[config.mk]
export PLATFORM = sky130hd
export DESIGN_NAME = cou_option_upper
export DESIGN_NICKNAME = d
export VERILOG_FILES = /design/src/rtl/cou_pkg.sv /design/src/rtl/cou_option_upper.sv
export VERILOG_INCLUDE_DIRS = /design/src /design/src/rtl
export SDC_FILE = /design/constraint.sdc
export NUM_CORES = 1
export LEC_CHECK = 0
export BUFFER_PORTS_ARGS = -buffer_cell sky130_fd_sc_hd__buf_2
export CAP_MARGIN = 30
export CORE_MARGIN = 2
export CORE_UTILIZATION = 40
export CTS_CLUSTER_SIZE = 16
export DETAILED_ROUTE_END_ITERATION = 8
export PLACE_DENSITY_LB_ADDON = 0.25
export SYNTH_ARGS = -nofsm -noshare
export SYNTH_HDL_FRONTEND = slang
export SYNTH_SLANG_ARGS = --single-unit
export TNS_END_PERCENT = 100
[constraint.sdc]
create_clock -name clk -period 7.2 [get_ports clk]
set_clock_uncertainty 0.15 [all_clocks]
set_input_delay 1.08 -clock clk [delete_from_list [all_inputs] [get_ports clk]]
set_output_delay 1.08 -clock clk [all_outputs]
set_load 0.02 [all_outputs]
[src/rtl/cou_defs.svh]
// Offsets, field positions, reset values and timing counts of the option byte and the charge registers.
`ifndef COU_DEFS_SVH
`define COU_DEFS_SVH
`define COU_OFS_OPT_HI      8'h01
`define COU_OFS_OPT_LO      8'h00
`define COU_OFS_CHG_CUR_LO  8'h02
`define COU_OFS_CHG_CUR_HI  8'h03
`define COU_OFS_CHG_VOL_LO  8'h04
`define COU_OFS_CHG_VOL_HI  8'h05
`define COU_BIT_LOW_POWER   7
`define COU_BIT_WDT_HI      6
`define COU_BIT_WDT_LO      5
`define COU_BIT_AUTO_OFF    4
`define COU_BIT_OTG_CHGOK   3
`define COU_BIT_OOA         2
`define COU_BIT_FREQ        1
`define COU_BIT_RSVD        0
`define COU_BIT_IREG_EN     1
`define COU_OPT_HI_RESET    8'hE2
`define COU_IREG_EN_RESET   1'b1
`define COU_WDT_OFF         2'h0
`define COU_WDT_5S          2'h1
`define COU_WDT_88S         2'h2
`define COU_WDT_175S        2'h3
`define COU_CLK_HZ          10000000
`define COU_WDT_5S_SEC      5
`define COU_WDT_88S_SEC     88
`define COU_WDT_175S_SEC    175
`define COU_TICK_SEC        1
`define COU_TICK_CYC        (`COU_CLK_HZ * `COU_TICK_SEC)
`define COU_FREQ_1200K_KHZ  1200
`define COU_FREQ_800K_KHZ   800
`define COU_OOA_MIN_KHZ     25
`endif

[src/rtl/cou_pkg.sv]
// Types shared by the option byte control logic.
package cou_pkg;
  typedef struct packed {
    logic       lowPower;
    logic [1:0] watchdogPeriodSel;
    logic       inputRegAutoOff;
    logic       otgFlagsChargeGood;
    logic       outOfAudioEnable;
    logic       switchingFreqSel;
    logic       reserved0;
  } cou_opt_s;

  typedef enum logic [1:0] {
    COU_WD_IDLE    = 2'b01,
    COU_WD_EXPIRED = 2'b10
  } cou_wd_e;

  typedef struct packed {
    logic   valid;
    logic   write;
    logic [7:0] addr;
    logic [7:0] wdata;
  } cou_req_s;
endpackage : cou_pkg

[src/rtl/cou_option_upper.sv]
// Upper option byte: watchdog, auto-off, charge-good, burst and frequency.
`timescale 1ns/1ps
`default_nettype none
`include "cou_defs.svh"
module cou_option_upper
  import cou_pkg::*;
#(
  parameter int unsigned TICK_CYCLES = `COU_TICK_CYC
) (
  input  wire logic       clk,
  input  wire logic       reset,
  input  wire cou_req_s   req,
  input  wire logic       batteryPresentPin,
  input  wire logic       otgMode,
  output var  logic [7:0] rdata,
  output var  logic       inputCurrentRegEnable,
  output var  logic       chargeGoodOut,
  output var  logic       chargeGoodSrc,
  output var  logic       chargeSuspend,
  output var  logic       outOfAudioEnable,
  output var  logic       switchingFreqSel,
  output var  logic       watchdogRunning
);
  // Watchdog limits in whole seconds, as the seconds counter compares them.
  localparam logic [7:0] LIMIT5   = 8'(`COU_WDT_5S_SEC);
  localparam logic [7:0] LIMIT88  = 8'(`COU_WDT_88S_SEC);
  localparam logic [7:0] LIMIT175 = 8'(`COU_WDT_175S_SEC);

  initial begin
    if (TICK_CYCLES < 2) begin
      $error("TICK_CYCLES must be at least 2");
    end
    if (`COU_WDT_175S_SEC > 255) begin
      $error("Longest watchdog period does not fit the seconds counter");
    end
    if (LIMIT5 == 8'h00) begin
      $error("Shortest watchdog period must be at least one second");
    end
    if (LIMIT5 >= LIMIT88 || LIMIT88 >= LIMIT175) begin
      $error("Watchdog periods must rise with the select code");
    end
  end

  typedef struct packed {
    cou_opt_s   opt;
    logic       iregEn;
    logic [1:0] batSync;
    cou_wd_e    wdState;
    logic [31:0] tickCnt;
    logic [7:0] secCnt;
    logic       suspend;
    logic [7:0] rdata;
    logic       chargeGood;
    logic       wdRun;
  } cou_state_s;

  cou_state_s state_r;
  cou_state_s state_nxt;

  function automatic logic [7:0] wdLimit(input logic [1:0] sel);
    unique case (sel)
      `COU_WDT_5S:   wdLimit = LIMIT5;
      `COU_WDT_88S:  wdLimit = LIMIT88;
      `COU_WDT_175S: wdLimit = LIMIT175;
      default:       wdLimit = 8'h00;
    endcase
  endfunction

  always_comb begin
    logic wrHi;
    logic wrLo;
    logic wrChg;
    logic kick;
    logic wdOn;
    wrHi  = req.valid && req.write && req.addr == `COU_OFS_OPT_HI;
    wrLo  = req.valid && req.write && req.addr == `COU_OFS_OPT_LO;
    wrChg = req.valid && req.write &&
            (req.addr == `COU_OFS_CHG_CUR_LO ||
             req.addr == `COU_OFS_CHG_CUR_HI ||
             req.addr == `COU_OFS_CHG_VOL_LO ||
             req.addr == `COU_OFS_CHG_VOL_HI);
    kick  = wrChg || wrHi;
    state_nxt = state_r;
    // The first stage is read only by the second to avoid metastability.
    state_nxt.batSync = {state_r.batSync[0], batteryPresentPin};

    // Field by field, so a moved bit is one changed define and not a rewire.
    if (wrHi) begin
      state_nxt.opt.lowPower           = req.wdata[`COU_BIT_LOW_POWER];
      state_nxt.opt.watchdogPeriodSel  =
        req.wdata[`COU_BIT_WDT_HI:`COU_BIT_WDT_LO];
      state_nxt.opt.inputRegAutoOff    = req.wdata[`COU_BIT_AUTO_OFF];
      state_nxt.opt.otgFlagsChargeGood = req.wdata[`COU_BIT_OTG_CHGOK];
      state_nxt.opt.outOfAudioEnable   = req.wdata[`COU_BIT_OOA];
      state_nxt.opt.switchingFreqSel   = req.wdata[`COU_BIT_FREQ];
      state_nxt.opt.reserved0          = req.wdata[`COU_BIT_RSVD];
    end

    if (wrLo) begin
      state_nxt.iregEn = req.wdata[`COU_BIT_IREG_EN];
    end
    // Hardware clear wins over a host write in the same cycle.
    if (state_r.opt.inputRegAutoOff && !state_r.batSync[1]) begin
      state_nxt.iregEn = 1'b0;
    end
    wdOn = state_nxt.opt.watchdogPeriodSel != `COU_WDT_OFF;
    if (kick || !wdOn) begin
      state_nxt.tickCnt = 32'h0;
      state_nxt.secCnt  = 8'h00;
      state_nxt.wdState = COU_WD_IDLE;
      state_nxt.suspend = 1'b0;
    end else begin
      unique case (state_r.wdState)
        COU_WD_IDLE: begin
          if (state_r.tickCnt == 32'(TICK_CYCLES - 1)) begin
            state_nxt.tickCnt = 32'h0;
            state_nxt.secCnt  = state_r.secCnt + 8'h01;
            if (state_r.secCnt + 8'h01 >=
                wdLimit(state_r.opt.watchdogPeriodSel)) begin
              state_nxt.wdState = COU_WD_EXPIRED;
              state_nxt.suspend = 1'b1;
            end
          end else begin
            state_nxt.tickCnt = state_r.tickCnt + 32'h1;
          end
        end
        COU_WD_EXPIRED: begin
          state_nxt.suspend = 1'b1;
        end
      endcase
    end

    // Registered so that the pin shows no decode glitch between states.
    state_nxt.wdRun = state_nxt.wdState == COU_WD_IDLE && wdOn;

    state_nxt.chargeGood = state_r.opt.otgFlagsChargeGood && otgMode;

    // The answer stands for one cycle and returns to zero afterwards.
    state_nxt.rdata = 8'h00;
    if (req.valid && !req.write) begin
      unique case (req.addr)
        `COU_OFS_OPT_HI: begin
          state_nxt.rdata[`COU_BIT_LOW_POWER] = state_r.opt.lowPower;
          state_nxt.rdata[`COU_BIT_WDT_HI:`COU_BIT_WDT_LO] =
            state_r.opt.watchdogPeriodSel;
          state_nxt.rdata[`COU_BIT_AUTO_OFF]  = state_r.opt.inputRegAutoOff;
          state_nxt.rdata[`COU_BIT_OTG_CHGOK] = state_r.opt.otgFlagsChargeGood;
          state_nxt.rdata[`COU_BIT_OOA]       = state_r.opt.outOfAudioEnable;
          state_nxt.rdata[`COU_BIT_FREQ]      = state_r.opt.switchingFreqSel;
          state_nxt.rdata[`COU_BIT_RSVD]      = state_r.opt.reserved0;
        end
        `COU_OFS_OPT_LO: begin
          state_nxt.rdata[`COU_BIT_IREG_EN] = state_r.iregEn;
        end
        default: begin
          state_nxt.rdata = 8'h00;
        end
      endcase
    end
  end

  always_ff @(posedge clk or posedge reset) begin
    if (reset) begin
      state_r            <= '0;
      state_r.opt        <= cou_opt_s'(`COU_OPT_HI_RESET);
      state_r.iregEn     <= `COU_IREG_EN_RESET;
      state_r.batSync    <= 2'b11;
      state_r.wdState    <= COU_WD_IDLE;
      state_r.wdRun      <= 1'b1;
    end else begin
      state_r <= state_nxt;
    end
  end

  assign rdata                 = state_r.rdata;
  assign inputCurrentRegEnable = state_r.iregEn;
  assign chargeGoodOut         = state_r.chargeGood;
  assign chargeGoodSrc         = state_r.chargeGood;
  assign chargeSuspend         = state_r.suspend;
  assign outOfAudioEnable      = state_r.opt.outOfAudioEnable;
  assign switchingFreqSel      = state_r.opt.switchingFreqSel;
  assign watchdogRunning       = state_r.wdRun;
endmodule : cou_option_upper
`default_nettype wire

* After elaboration in Yosys (flattened, before gate mapping)
Cells that the tools add are included.
Storage, ports and cells: word-level logic and storage cells 75, register bits after elaboration 64, output and inout bits 15
Cells by class: magnitude comparators 1, multiplexer cells 19, eq/ne operators 14, add/subtract/negate cells 2, reduce and logical (&&, ||, !) cells 23
Operators by type and width (number):
- 43-bit two-way mux | 1
- 42-bit two-way mux | 1
- 32-bit by 1-bit adder with 32-bit output, second input constant | 1
- 32-bit by 24-bit equality test with 1-bit output, second input constant | 1
- 32-bit two-way mux | 1
- 8-bit two-way mux | 4
- 8-bit case mux with 3 select lines | 1
- 8-bit by 2-bit equality test with 1-bit output, second input constant | 2
- 8-bit by 3-bit equality test with 1-bit output, second input constant | 2
- 9-bit two-way mux | 1
- 8-bit by 1-bit adder with 8-bit output, second input constant | 1
- 8-bit by 1-bit equality test with 1-bit output, second input constant | 1
- 8-bit greater-or-equal comparator | 1
- 1-bit logical AND | 8
- 8-bit logical NOT | 1
- 2-bit nonzero test | 4
- 7-bit two-way mux | 1
- 2-bit by 1-bit equality test with 1-bit output, second input constant | 3
- 2-bit equality test, second input constant | 3
- 6-bit two-way mux | 1
- 3-bit inequality test, second input constant | 2
- 1-bit logical OR | 5
- 1-bit two-way mux | 4
- 2-bit two-way mux | 2
- 3 further kinds | 7

* Logic depth before layout (Yosys ltp)
word-level depth 15, mapped depth 9

* Worst setup path before layout
OpenSTA, ideal clock, no wires.
kind input-to-reg, start point input req[11] in the netlist's numbering, end point register state_r, in the netlist watchdogRunning, required time 6971 ps, arrival time 2551 ps, setup slack 4420 ps, cell stages on the path 6, path buffers 1, library setup time 79 ps, cell sequence nor4b_1 -> nand4_1 -> or2_2 -> buf_2 -> or3_1 -> and4_1
RTL lines:
- start, declared | RTL line cou_option_upper.sv:12 | input wire cou_req_s req,
- end signal, assigned | RTL line cou_option_upper.sv:171 | state_r <= state_nxt;
- end, declared | RTL line cou_option_upper.sv:57 | cou_state_s state_r;

==> flow_metrics.tcl <==
set metrics [dict create \
    h-tree-depth 3 \
    r2r_slack_ps 4320 \
    cts_buffer_depth 2 \
    met1_usage_pct 24.2 \
    drv_slew 0 \
    path_class "input port to flop" \
    irDropWorstVdd_mv 0.0825 \
    cts_tree "done" \
    fin_crit_sh_pct 44.9 \
    crit_buf_inv 2 \
    area_growth_pct 11.7 \
    hold_viol 0 \
    chipWidth_um 98.9 \
    max_freq_mhz 309 \
    synth_seq_cells 64 \
    min_path_type "flop to flop" \
    grt_overflow 0 \
    post_cts_resized 0 \
    post-cts-setup-buffers 0 \
    worst-path-max-fanout 54 \
    seq_area_frac_synth_pct 44.8 \
    cts_inserted_buffers 9 \
    drive_gt1_share_pct 19.7 \
    hold_ws_ps 211 \
    clock_latency_ps 350 \
    track_usage_pct 18.2 \
    via_per_inst 5.85 \
    post-route-min-period_ps 3230 \
    grt_pass1_wl_um 14400 \
    startpoint "req[11]" \
    avgSynthCellArea_sq_um 9.43 \
    cts_hold_buf 0 \
    drtAntennaViolNets 0 \
    netlist_area_sq_mm 0.00360 \
    clock-sinks 64 \
    start_kind "input port" \
    rsz0062_at_grt "no" \
    drc 0 \
    wl_um 8400 \
    dp.final_hpwl_um 5610 \
    nNetsFinal 436 \
    setup_viol 0 \
    ctsRootBufferMaster "clkbuf_8" \
    maxSlewHeadroom_pct 42.7 \
    reg2reg_from "state_r[11]" \
    finalSetupTns_ps 0 \
    synth_fp_nets 412 \
    port_buffers 36 \
    worstHoldStart "state_nxt[54]" \
    powerDensity_mw_per_mm2 180 \
    max_cap_violations 0 \
    syn_inst 382 \
    postPlaceCellArea_sq_mm 0.00382 \
    met2_usage_pct 29.8 \
    worst_path_largest_cell_delay_ps 690 \
    clkTransAtPathRegs_ps 80 \
    crit_family "simple AND/OR/NAND/NOR gates" \
    cp.arrival_ps 3380 \
    end_kind "flop" \
    wire_per_inst_um 16.2 \
    final_cell_mix "dfrtp_1 (55), a31oi_1 (38), buf_2 (36), nand2_1 (27), nand3_1 (21)" \
    status "completed" \
    cp.required_ps 7340 \
    grt_pass1_vias 2998 \
    core_area_sq_mm 0.00872 \
    power_leakage_nw 1.67 \
    fill_cells 849 \
    fp.dieH_um 98.9 \
    dieArea_sq_mm 0.00978 \
    yosys_warnings 0 \
    num_io_pins 37 \
    place.gp.congestion 0.875 \
    ys_types 48 \
    num_vias 3034 \
    antenna_found_initial 0 \
    final_common_cell "dfrtp_1" \
    final_area_sq_mm 0.00403 \
    use_met3_pct 3.97 \
    start_util_pct 41.3 \
    drt_first_pass_iters 4 \
    grt_max_degree 65 \
    drt_first_iter_violations 148 \
    total_power_uw 726 \
    grt-busiest-layer "met2" \
    cpMaxStageDelayCell "nand2_1" \
    antenna_cells 0 \
    rows 34 \
    tightest_slew_ps 852 \
    crit_path_cell_trace "buf_2 -> nor4b_1 -> and4b_1 -> nor2_4 -> buf_4 -> nand2_1 -> and4_1" \
]
[flip-flops by register name, summed over array words and instances (netlist names)]
signal / cells
watchdogRunning: 1
rdata: 8
state_nxt: 1
switchingFreqSel: 1
outOfAudioEnable: 1
inputCurrentRegEnable: 1
state_r: 49
chargeGoodOut: 1
chargeSuspend: 1
[cell usage after synthesis (all sizes together)]
cell type  number  area, sq um
nor2           19         71.3
nor4b           2         17.5
and3            6         37.5
or3             7         43.8
o311ai          1         8.76
nor4            9         56.3
o21ba           1         10.0
a21oi           9         45.0
o22ai           4         25.0
a31oi          39          244
nand4          18          119
nor2b           2         12.5
dfstp           9          236
mux2i           3         30.0
or2             3         18.8
xnor2           6         52.6
o41a            1         11.3
ha              8          100
nor4bb          1         10.0
nand2          27          101
nand3          21          105
a21o            1         7.51
a32o            1         10.0
mux2            8         90.1
a41oi           3         26.3
o31ai           2         15.0
xor2            6         52.6
dfrtp          55         1380
o2111ai         1         8.76
and2            9         56.3
o211ai          2         15.0
and4b           2         20.0
and4            8         70.1
clkbuf         11         42.5
nand2b          4         25.0
o221ai          1         8.76
nor3           12         60.1
buf            16          109
or4             3         22.5
inv            14         52.6
nand3b         15          113
nor3b           1         7.51
a2bb2oi         1         8.76
o21ai          10         50.1
[path summary, 6_finish.rpt]
check                             endpoint  cells past startpoint
min in group asynchronous      state_r[19]                      3
min reg2reg                    state_r[54]                      0
max                        watchdogRunning                      7
max in group asynchronous      state_r[52]                      3
max reg2reg                watchdogRunning                      9
min                            state_r[54]                      0
[worst reg2reg max path: stages, from the launching register on]
cell	delay [ps]
dfrtp_1	420
nand3_1	180
nor2_1	270
nand3_1	200
xnor2_1	170
ha_1	310
nand4_1	90
a21oi_1	50
o311ai_0	700
and4_1	300
[routing by layer]
layer | wire (um) | part of all wire, %
met5 | 0 | 0
met4 | 72 | 0.86
met3 | 391 | 4.7
met2 | 3970 | 47
met1 | 3960 | 47
[layout make-up]
cell class                      instances  area [sq um]  share of cell area, %
Timing Repair Buffer                   40           210                   5.22
Multi-Input combinational cell        277          1810                   44.9
Clock buffer                           10           138                   3.42
Sequential cell                        64          1610                   40.1
Clock inverter                          6          67.6                   1.68
Tap cell                              108           135                   3.36
Inverter                               14          52.6                   1.31
[per-stage QoR]
stage	worst slack (ps)	instances	utilization, %
after detailed placement	3640	503	43.8
after global routing	3740	519	46.2
after global placement	3720	503	43.8
after CTS	4010	519	46.2
after floorplan	4390	382	-
final	3970	519	46.2
[kinds of logic (layout without fill, tap and decap cells)]
logic type      Yosys count  after routing  share of synthesized area (%)
simple gates            169            169                           26.8
compound gates           77             77                           13.7
flops                    64             64                           44.8
buf+inv                  41             70                           5.66
xor+xnor                 12             12                           2.92
mux                      11             11                           3.33
fa+ha+maj                 8              8                           2.78
[power breakdown]
group	switching (mW)	internal, mW
clock network	0.157	0.170
registers	0.00174	0.363
logic	0.0218	0.0117
(Power assumes the default switching activity.)
